`config.mk`:
```
export PLATFORM = sky130hd
export DESIGN_NAME = scc_top
export DESIGN_NICKNAME = d
export VERILOG_FILES = /design/src/rtl/scc_pkg.sv /design/src/rtl/scc_top.sv
export VERILOG_INCLUDE_DIRS = /design/src /design/src/rtl
export SDC_FILE = /design/constraint.sdc
export NUM_CORES = 1
export LEC_CHECK = 0
export BUFFER_PORTS_ARGS = -buffer_cell sky130_fd_sc_hd__buf_4
export CORE_UTILIZATION = 49
export DETAILED_ROUTE_END_ITERATION = 8
export GPL_TIMING_DRIVEN = 0
export PLACE_DENSITY_LB_ADDON = 0.2
export SYNTH_ARGS = -nofsm -noshare
export SYNTH_HDL_FRONTEND = slang
export SYNTH_SLANG_ARGS = --single-unit
```
`constraint.sdc`:
```
create_clock -name hclk -period 3.95 [get_ports hclk]
set_clock_uncertainty 0.05 [all_clocks]
set_input_delay 1.185 -clock hclk [delete_from_list [all_inputs] [get_ports hclk]]
set_output_delay 1.185 -clock hclk [all_outputs]
set_load 0.05 [all_outputs]
```
`src/rtl/scc_consts.svh`:
```
// Purpose: constants of the serial configuration control block
// Assumes: 32-bit AHB-Lite, byte addresses, one word per register
// Notes: timing counts derive from the clock period
`ifndef SCC_CONSTS_SVH
`define SCC_CONSTS_SVH
`define SCC_CLK_NS      10
`define SCC_HALF_NS     40
`define SCC_HALF_CYC    ((`SCC_HALF_NS) / (`SCC_CLK_NS))
`define SCC_OFF_CFG     32'h0000_7040
`define SCC_OFF_CTL     32'h0000_7044
`define SCC_OFF_DAT     32'h0000_7048
`define SCC_OFF_RXH     32'h0000_704c
`define SCC_OFF_STS     32'h0000_7050
`define SCC_OFF_CLR     32'h0000_7054
`define SCC_OFF_IEN     32'h0000_7058
`define SCC_CFG_SRST    7
`define SCC_CFG_POL     6
`define SCC_CFG_LOOP    4
`define SCC_CTL_PHASE   0
`define SCC_CTL_MASTER  1
`define SCC_CTL_TALK    2
`define SCC_CTL_LOOP    3
`define SCC_STS_DONE    0
`define SCC_STS_LOST    1
`define SCC_STS_FULL    2
`define SCC_STS_BUSY    3
`define SCC_CFG_RST     8'h00
`define SCC_CTL_RST     4'h0
`endif

```
`src/rtl/scc_pkg.sv`:
```
// Purpose: types of the serial configuration control block
// Assumes: nothing beyond the constants header
// Notes: the whole block state is one packed struct
package scc_pkg;
    typedef enum logic [0:0] {
        SCC_IDLE  = 1'b0,
        SCC_SHIFT = 1'b1
    } scc_fsm_t;

    typedef struct packed {
        logic clk;
        logic mo;
        logic mi;
    } scc_pin_in_t;

    typedef struct packed {
        logic clk_o;
        logic clk_oe;
        logic mo_o;
        logic mo_oe;
        logic mi_o;
        logic mi_oe;
    } scc_pin_out_t;

    typedef struct packed {
        logic        cfg_srst_n;
        logic        cfg_pol;
        logic [3:0]  cfg_len;
        logic        ctl_phase;
        logic        ctl_master;
        logic        ctl_talk;
        logic        ctl_loop;
        logic [1:0]  irq_en;
        logic [1:0]  sts;
        logic        tx_full;
        logic [15:0] tx_hold;
        logic [15:0] rx_hold;
        logic [15:0] shreg;
        logic [4:0]  cnt;
        logic [7:0]  div;
        logic        clk_lvl;
        logic        out_bit;
        scc_fsm_t    fsm;
        logic        a_wr;
        logic [31:0] a_addr;
        logic [31:0] hrdata;
        logic        clk_s1;
        logic        clk_s2;
        logic        clk_s3;
        logic        mo_s1;
        logic        mo_s2;
        logic        mi_s1;
        logic        mi_s2;
    } scc_state_t;
endpackage

```
`src/rtl/scc_top.sv`:
```
// Purpose: serial configuration control with shift engine and AHB-Lite registers
// Assumes: single word transfers, zero wait states, response always OKAY
// Notes: pin inputs pass two flip-flops before use
// Functional notes
// soft reset low clears overrun, character done and transmit occupied flags and returns the shift engine to idle
// master: soft reset low returns shift clock to its idle level
// character written during soft reset is never shifted out
// polarity 0: shift clock idles low
// polarity 0 phase 0: drive on rising, sample on falling edge
// polarity 0 phase 1: first bit early, then falling drive, rising sample
// polarity 1: shift clock idles high
// polarity 1 phase 0: drive on falling, sample on rising edge
// polarity 1 phase 1: first bit early, then rising drive, falling sample
// loopback joins master out to master in, master only, off after reset
// character length is field value plus one, 1 to 16 bits
// reserved configuration bit reads zero, writes ignored
// software clears soft reset before reconfiguring, sets it to resume
// phase 1: first bit presented after data write, before first edge
// short received characters sit right-justified in the receive holding register
// configuration writes touch only soft reset, polarity and length
`include "scc_consts.svh"
`timescale 1ns/1ps
`default_nettype none

module scc_top
    import scc_pkg::*;
(
    // clock and reset
    input  wire logic         hclk,
    input  wire logic         hresetn,
    // ahb-lite slave
    input  wire logic         hsel,
    input  wire logic [31:0]  haddr,
    input  wire logic [1:0]   htrans,
    input  wire logic         hwrite,
    input  wire logic [2:0]   hsize,
    input  wire logic [31:0]  hwdata,
    input  wire logic         hready,
    output logic              hreadyout,
    output logic [31:0]       hrdata,
    output logic              hresp,
    // serial pins
    input  wire scc_pin_in_t  pins_i,
    output scc_pin_out_t      pins_o,
    // interrupt
    output logic              irq
);
    scc_state_t st;
    scc_state_t nx;

    logic       acc;
    logic       div_hit;
    logic       m_tick;
    logic       s_edge;
    logic       lead;
    logic       trail;
    logic       drive;
    logic       samp;
    logic [4:0] len1;
    logic [4:0] cnt_nx;
    logic       top;
    logic       hold_top;
    logic       in_bit;
    logic       done;
    logic       load;

    function automatic logic [31:0] rd_mux(input logic [31:0] a, input scc_state_t s);
        logic [31:0] d;
        d = 32'h0000_0000;
        unique case (a)
            `SCC_OFF_CFG: d[7:0] = {s.cfg_srst_n, s.cfg_pol, 1'b0, s.ctl_loop, s.cfg_len};
            `SCC_OFF_CTL: d[3:0] = {s.ctl_loop, s.ctl_talk, s.ctl_master, s.ctl_phase};
            `SCC_OFF_DAT: d[15:0] = s.tx_hold;
            `SCC_OFF_RXH: d[15:0] = s.rx_hold;
            `SCC_OFF_STS: d[3:0] = {s.fsm == SCC_SHIFT, s.tx_full, s.sts};
            `SCC_OFF_IEN: d[1:0] = s.irq_en;
            default:      d = 32'h0000_0000;
        endcase
        return d;
    endfunction

    assign acc      = hsel && htrans[1] && hready;
    // master divider: one half shift-clock period per tick
    assign div_hit  = st.div == 8'(`SCC_HALF_CYC - 1);
    assign m_tick   = st.fsm == SCC_SHIFT && st.ctl_master && div_hit;
    assign s_edge   = st.fsm == SCC_SHIFT && !st.ctl_master && (st.clk_s2 != st.clk_s3);
    // leading edge leaves the idle level, trailing edge returns to it
    assign lead     = m_tick ? (st.clk_lvl == st.cfg_pol) : (s_edge && st.clk_s3 == st.cfg_pol);
    assign trail    = m_tick ? (st.clk_lvl != st.cfg_pol) : (s_edge && st.clk_s2 == st.cfg_pol);
    assign drive    = st.ctl_phase ? trail : lead;
    assign samp     = st.ctl_phase ? lead : trail;
    assign len1     = {1'b0, st.cfg_len} + 5'd1;
    assign cnt_nx   = samp ? st.cnt + 5'd1 : st.cnt;
    assign top      = st.shreg[st.cfg_len];
    assign hold_top = st.tx_hold[st.cfg_len];
    assign in_bit   = st.ctl_master ? (st.ctl_loop ? st.out_bit : st.mi_s2) : st.mo_s2;
    assign done     = trail && cnt_nx == len1;
    // slave reloads only between characters and never on a clock edge
    assign load     = st.tx_full && st.cfg_srst_n
                      && (st.ctl_master ? st.fsm == SCC_IDLE : (st.cnt == 5'd0 && !s_edge));

    always_comb begin
        logic [1:0] clr;
        logic [1:0] ev;
        clr = 2'b00;
        ev  = 2'b00;
        nx  = st;
        nx.clk_s1 = pins_i.clk;
        nx.clk_s2 = st.clk_s1;
        nx.clk_s3 = st.clk_s2;
        nx.mo_s1  = pins_i.mo;
        nx.mo_s2  = st.mo_s1;
        nx.mi_s1  = pins_i.mi;
        nx.mi_s2  = st.mi_s1;
        nx.a_wr   = acc && hwrite && hsize == 3'b010;
        if (acc) begin
            nx.a_addr = haddr;
        end
        if (acc && !hwrite) begin
            nx.hrdata = rd_mux(haddr, st);
        end
        // shift engine
        if (drive) begin
            nx.out_bit = top;
        end
        if (samp) begin
            nx.shreg = {st.shreg[14:0], in_bit};
            nx.cnt   = cnt_nx;
        end
        if (m_tick) begin
            nx.clk_lvl = ~st.clk_lvl;
            nx.div     = 8'h00;
        end else if (st.fsm == SCC_SHIFT && st.ctl_master) begin
            nx.div = st.div + 8'h01;
        end
        if (done) begin
            nx.fsm     = SCC_IDLE;
            nx.cnt     = 5'd0;
            nx.rx_hold = nx.shreg;
            ev[`SCC_STS_DONE] = 1'b1;
            ev[`SCC_STS_LOST] = st.sts[`SCC_STS_DONE];
        end
        if (st.fsm == SCC_IDLE && st.cfg_srst_n && (st.tx_full || !st.ctl_master)) begin
            nx.fsm = SCC_SHIFT;
            nx.div = 8'h00;
        end
        if (load) begin
            nx.shreg   = st.tx_hold;
            nx.tx_full = 1'b0;
            nx.cnt     = 5'd0;
            if (st.ctl_phase) begin
                nx.out_bit = hold_top;
            end
        end
        // register writes, data phase
        if (st.a_wr) begin
            unique case (st.a_addr)
                `SCC_OFF_CFG: begin
                    nx.cfg_srst_n = hwdata[`SCC_CFG_SRST];
                    nx.cfg_pol    = hwdata[`SCC_CFG_POL];
                    nx.cfg_len    = hwdata[3:0];
                end
                `SCC_OFF_CTL: begin
                    nx.ctl_phase  = hwdata[`SCC_CTL_PHASE];
                    nx.ctl_master = hwdata[`SCC_CTL_MASTER];
                    nx.ctl_talk   = hwdata[`SCC_CTL_TALK];
                    nx.ctl_loop   = hwdata[`SCC_CTL_LOOP];
                end
                `SCC_OFF_DAT: begin
                    nx.tx_hold = hwdata[15:0];
                    nx.tx_full = st.cfg_srst_n;
                end
                `SCC_OFF_CLR: clr = hwdata[1:0];
                `SCC_OFF_IEN: nx.irq_en = hwdata[1:0];
                default: ;
            endcase
        end
        // set wins over a clear in the same cycle
        nx.sts = (st.sts & ~clr) | ev;
        if (!st.cfg_srst_n) begin
            nx.sts     = 2'b00;
            nx.tx_full = 1'b0;
            nx.fsm     = SCC_IDLE;
            nx.cnt     = 5'd0;
            nx.div     = 8'h00;
        end
        if (nx.fsm == SCC_IDLE) begin
            nx.clk_lvl = nx.cfg_pol;
        end
    end

    always_ff @(posedge hclk or negedge hresetn) begin
        if (!hresetn) begin
            st <= '0;
        end else begin
            st <= nx;
        end
    end

    assign hreadyout     = 1'b1;
    assign hresp         = 1'b0;
    assign hrdata        = st.hrdata;
    assign irq           = |(st.sts & st.irq_en);
    // slave never drives the clock; talk gates only the data line
    assign pins_o.clk_o  = st.clk_lvl;
    assign pins_o.clk_oe = st.ctl_master;
    assign pins_o.mo_o   = st.out_bit;
    assign pins_o.mo_oe  = st.ctl_master && st.ctl_talk;
    assign pins_o.mi_o   = st.out_bit;
    assign pins_o.mi_oe  = !st.ctl_master && st.ctl_talk;
endmodule

`default_nettype wire

```
==> results.md <==
Setup path:
- The worst-path maximum fanout is 10.
- The most critical setup path has its startpoint at st[75]$_DFFE_PN0P_.
- The critical path required time is about 4200 ps.
- The worst reg2reg path startpoint is st[75]$_DFFE_PN0P_.
- In this run the register-to-register setup slack is around 190 ps.
- The element type at the critical path start is a flip-flop.
- The capturing element type of the critical path is a flip-flop.
- The terminus of the critical flop-to-flop path is st[113]$_DFFE_PN0P_.
- The signal arrival time at the worst endpoint is approximately 4000 ps.
- The critical path in this run is classified as reg2reg.
- The count of cells along the worst register-to-register path is 16.

Global routing:
- The initial antenna violation count is 0.
- The via count of the first global-routing pass is slightly above 5000.
- The global-route wire length before repair is about 27000 um.
- The pin count of the biggest net entering global routing is 95.
- The overall global routing resource usage is between 20% and 30%.
- For this run the aggregate overflow at the end of global routing stands at 0.

Yosys:
- After Yosys synthesis, full adders, half adders and majority gates account for less than 1% of the synthesized area.
- The cell count after synthesis is 582.
- Summing the areas of all and, or, nand and nor instances in the mapped netlist gives between 10% and 20% of the synthesized area.
- The compound-gate portion of the synthesized area is under 10%.
- The portion of netlist area occupied by mux cells is 20.00%.
- Yosys attributes the largest share of cell area to dfrtp_1 (50%), mux2_2 (10%), mux2i_1 (5.8%), buf_4 (4.2%), mux4_2 (4.0%).
- After Yosys synthesis, XOR and XNOR cells account for under 10% of the synthesized area.
- In this run, synthesis produced a sequential element count of between 100 and 150.
- The number of warnings printed during yosys synthesis is 0.
- The synthesized design devotes to its leading area cell type roughly half of total area.
- The synthesized netlist occupies a cell area of between 6000 and 7000 sq um.
- The number of different library cells used by synthesis comes to 60.
- The synthesized design contains 0 enable-type register cells.
- The most area-hungry cell type in the Yosys netlist is dfrtp_1.
- Each instance of the synthesized netlist takes up on average approximately 12 sq um.
- After synthesis, the largest family of logic cells by area is multiplexers.
- For this run, asynchronously set or reset flops after synthesis account for 100.0%.
- The register area share after synthesis is 50.13%.
- The most used flip-flop cell after synthesis is dfrtp_1.

Run status:
- The flow ran to the end, and the final reports show no timing, DRC or antenna violations.

Die:
- The row count is 42.
- The overall die width is 119.3 um.
- The area of the core is 13350 sq um.
- The I/O pin count is between 100 and 150.
- The initial standard-cell utilization of the core is approximately half.
- The area of the die is 14230 sq um.
- The height of the die is ~120 um.

Final layout:
- Cells with a size suffix above 1 make up 34.23% of the layout.
- The cell area after layout is about 8300 sq um.
- Cells fill between 60% and 70% of the core in the end.
- The filler cells instantiated in the layout total roughly 1100.
- For this run, the post-layout net count is ~780.
- The number of antenna diodes in the final layout is 0.
- The area growth from synthesis to layout is 23.86%.

Clock tree:
- TritonCTS built the clock tree.
- The H-tree level count is 4.
- Clock-pin slew was measured on the worst setup and hold paths at around 60 ps.
- The clock latency of the later-clocked register in the worst-skew pair is approximately 420 ps.
- The number of buffers inserted during clock tree synthesis is 17.
- Buffers inserted to repair hold after CTS numbered 0.
- The tree is rooted in a clkbuf_16.
- The largest buffer count on any clock path is 2.
- After clock tree synthesis, the setup repair step added 0 buffers.
- The tree built by TritonCTS fans out to approximately 140 sinks.

Pwr:
- The maximum vdd ir drop is 0.2920 mV.
- The reported leakage power is roughly 4.0 nW.
- The proportion of power drawn by the clock network is between 50% and 60%.
- Of the total power, registers draw a little over two fifths.
- The switching share of power is a little over a fifth.
- The internal portion of the total power is around 0.0028 W.
- The combinational power share is 6.8%.
- The power per standard cell area is between 400 and 500 nW/um^2.
- For this design the total switching power over the nets is 0.0007585 W.

Timing:
- After layout, the minimum clock period comes to 3765 ps.
- The headroom to the max-slew limit is 32.84%.
- The final number of max-transition violations came to 0.
- The final critical path takes up between 90% and 100% of the cycle.
- Setup violations remaining at the end of the flow were counted as 0.
- The transition at the pin with the smallest max-transition slack is just under 1000 ps.
- The maximum clock rate is approximately 0.27 GHz.
- The final hold violation count was 0.

Drt:
- The routed via count divided by cell count is between 5 and 6.
- The routed wirelength normalized by instance count is around 19 um.
- For this block, the initial DRC count from the detailed router was 273.
- For this run, design rule violations remaining after detail routing come to 0.
- Once detail routing completed, the nets flagged for antenna violations numbered 0.
- Detailed routing inserted a total of 4921 vias.
- The pre-antenna-repair detailed-routing pass consisted of 4 iterations.
- The aggregate routed wire length is between 15000 and 20000 um.

Worst hold path:
- The startpoint identified for the worst hold timing path is nx[2]$_DFF_PN0_.
- The worst hold path terminates at st[2]$_DFF_PN0_.
- The worst hold path belongs to the class reg2reg.
- The worst hold path cell count is 0.

Job:
- Across the run, the number of max-cap violations was 0.

Place:
- The area after detailed placement is 7644 sq um.
- The post-DP HPWL is 11780 um.
- The number of input and output port buffers inserted is a little under 80.
- The final weighted congestion in routability-driven placement is between 0.8 and 0.9.
-- cell usage after synthesis (2+ instances only) --
cell type	count
nor2_1	32
or4_1	2
nor4b_1	4
o31ai_1	12
a21oi_1	50
or2_2	2
or3_1	5
xnor2_1	6
and3_1	4
buf_2	6
mux2i_1	39
nand2_1	30
dfrtp_1	135
ha_1	5
a31oi_1	4
nand3_1	11
o21ai_0	13
buf_4	38
buf_6	2
nand4_1	4
buf_1	3
nor4_1	10
clkbuf_1	20
nand3b_1	2
mux4_2	12
o22ai_1	2
nor3_1	8
o21a_1	2
xor2_1	11
mux2_2	60
conb_1	2
or3b_2	2
nor2b_1	7
inv_1	9
nand2b_1	3
-- layer usage --
metal	global-route usage, %	part of all wire, %	up-vias
met5	0	0	-
met4	8.386	1.3	0
met3	4.789	3.9	16
met2	40.23	49	126
met1	34.27	46	2509
li1	-	-	2270
-- area by class of cell --
cell class / instances / area, sq um / share of cell area (%)
plain buffers: 69 / 429.2 / 5.142
clock buffers: 21 / 480.5 / 5.756
clock inverters: 11 / 192.7 / 2.309
inverters: 9 / 33.78 / 0.4047
multi-input cells: 385 / 2988 / 35.80
flip-flops and latches: 135 / 3378 / 40.47
well taps: 176 / 220.2 / 2.638
repair buffers: 80 / 624.3 / 7.480
-- cell usage in the layout, fill, tap and decap left out, drive strengths merged, types with 7 or more instances in the layout --
master,instances
inv,10
nand3,12
clkbuf,42
a21oi,51
mux2,61
nor2b,7
xor2,11
mux2i,39
o21ai,14
mux4,12
xnor2,7
nor2,32
nor3,9
o31ai,12
buf,128
conb,18
nand2,30
dfrtp,135
nor4,11
-- cell families (layout without fill, tap and decap cells) --
family          count (synthesis)  count (layout)
other cells                     2              18
compound gates                 93              93
simple gates                  138             138
mux                           112             112
flops                         135             135
xor+xnor                       19              19
fa+ha+maj                       5               5
buf+inv                        78             190
-- how the worst max path moves through the flow --
| stage | endpoint | slack (ps) | depth (start not counted) |
|---|---|---|---|
| floorplan | st[104]$_DFFE_PN0P_ | 380 | 15 |
| detailed placement | st[118]$_DFFE_PN0P_ | -90 | 16 |
| finish | st[113]$_DFFE_PN0P_ | 190 | 16 |
| CTS | st[113]$_DFFE_PN0P_ | 40 | 16 |
| global placement | st[113]$_DFFE_PN0P_ | -30 | 16 |
| global route | st[113]$_DFFE_PN0P_ | -4 | 16 |
-- through the flow --
stage	hold WS (ps)	setup WS [ps]	TNS (ps)	total power [W]	instances
final	296.8	185.0	0	0.003510	886
after global routing	319.6	-4.359	-4.359	0.003614	886
after CTS	299.6	44.37	0	0.003527	886
after detailed placement	287.9	-93.66	-893.2	0.001752	854
after global placement	284.8	-33.56	-308.0	0.001737	853
after floorplan	281.2	378.5	0	0.001641	598
-- power by group through the flow --
stage / Sequential (W) / Clock, W / Combinational [W]
2_1_floorplan: 0.00150 / 0 / 0.000143
3_5_place_dp: 0.00151 / 0 / 0.000240
4_1_cts: 0.00149 / 0.00180 / 0.000241
3_3_place_gp: 0.00151 / 0 / 0.000229
5_1_grt: 0.00149 / 0.00186 / 0.000259
6_report: 0.00149 / 0.00178 / 0.000239
-- worst max-delay path, cell delays in order (launching register included) --
cell and delay [ps]:
dfrtp_1 390, ha_1 230, or4b_4 530, nor4_4 340, or3_1 160, buf_2 160, nand2_4 130, buf_4 220
inv_1 70, ha_1 240, xor2_1 150, nor2_1 90, o2111a_1 200, buf_6 160, and2_4 200, clkbuf_4 220
a21oi_1 90
-- timing repair --
| action | CTS | global route |
|---|---|---|
| pin swaps | 0 | 1 |
| endpoints found under the setup margin | 21 | 22 |
| resized for setup | 2 | 4 |
-- state kept, by name, indices dropped and copies added (netlist names) --
name and cells:
nx 4, hrdata 16, pins_o 3, st 112
Note: power is estimated with default switching activity, not from simulation.
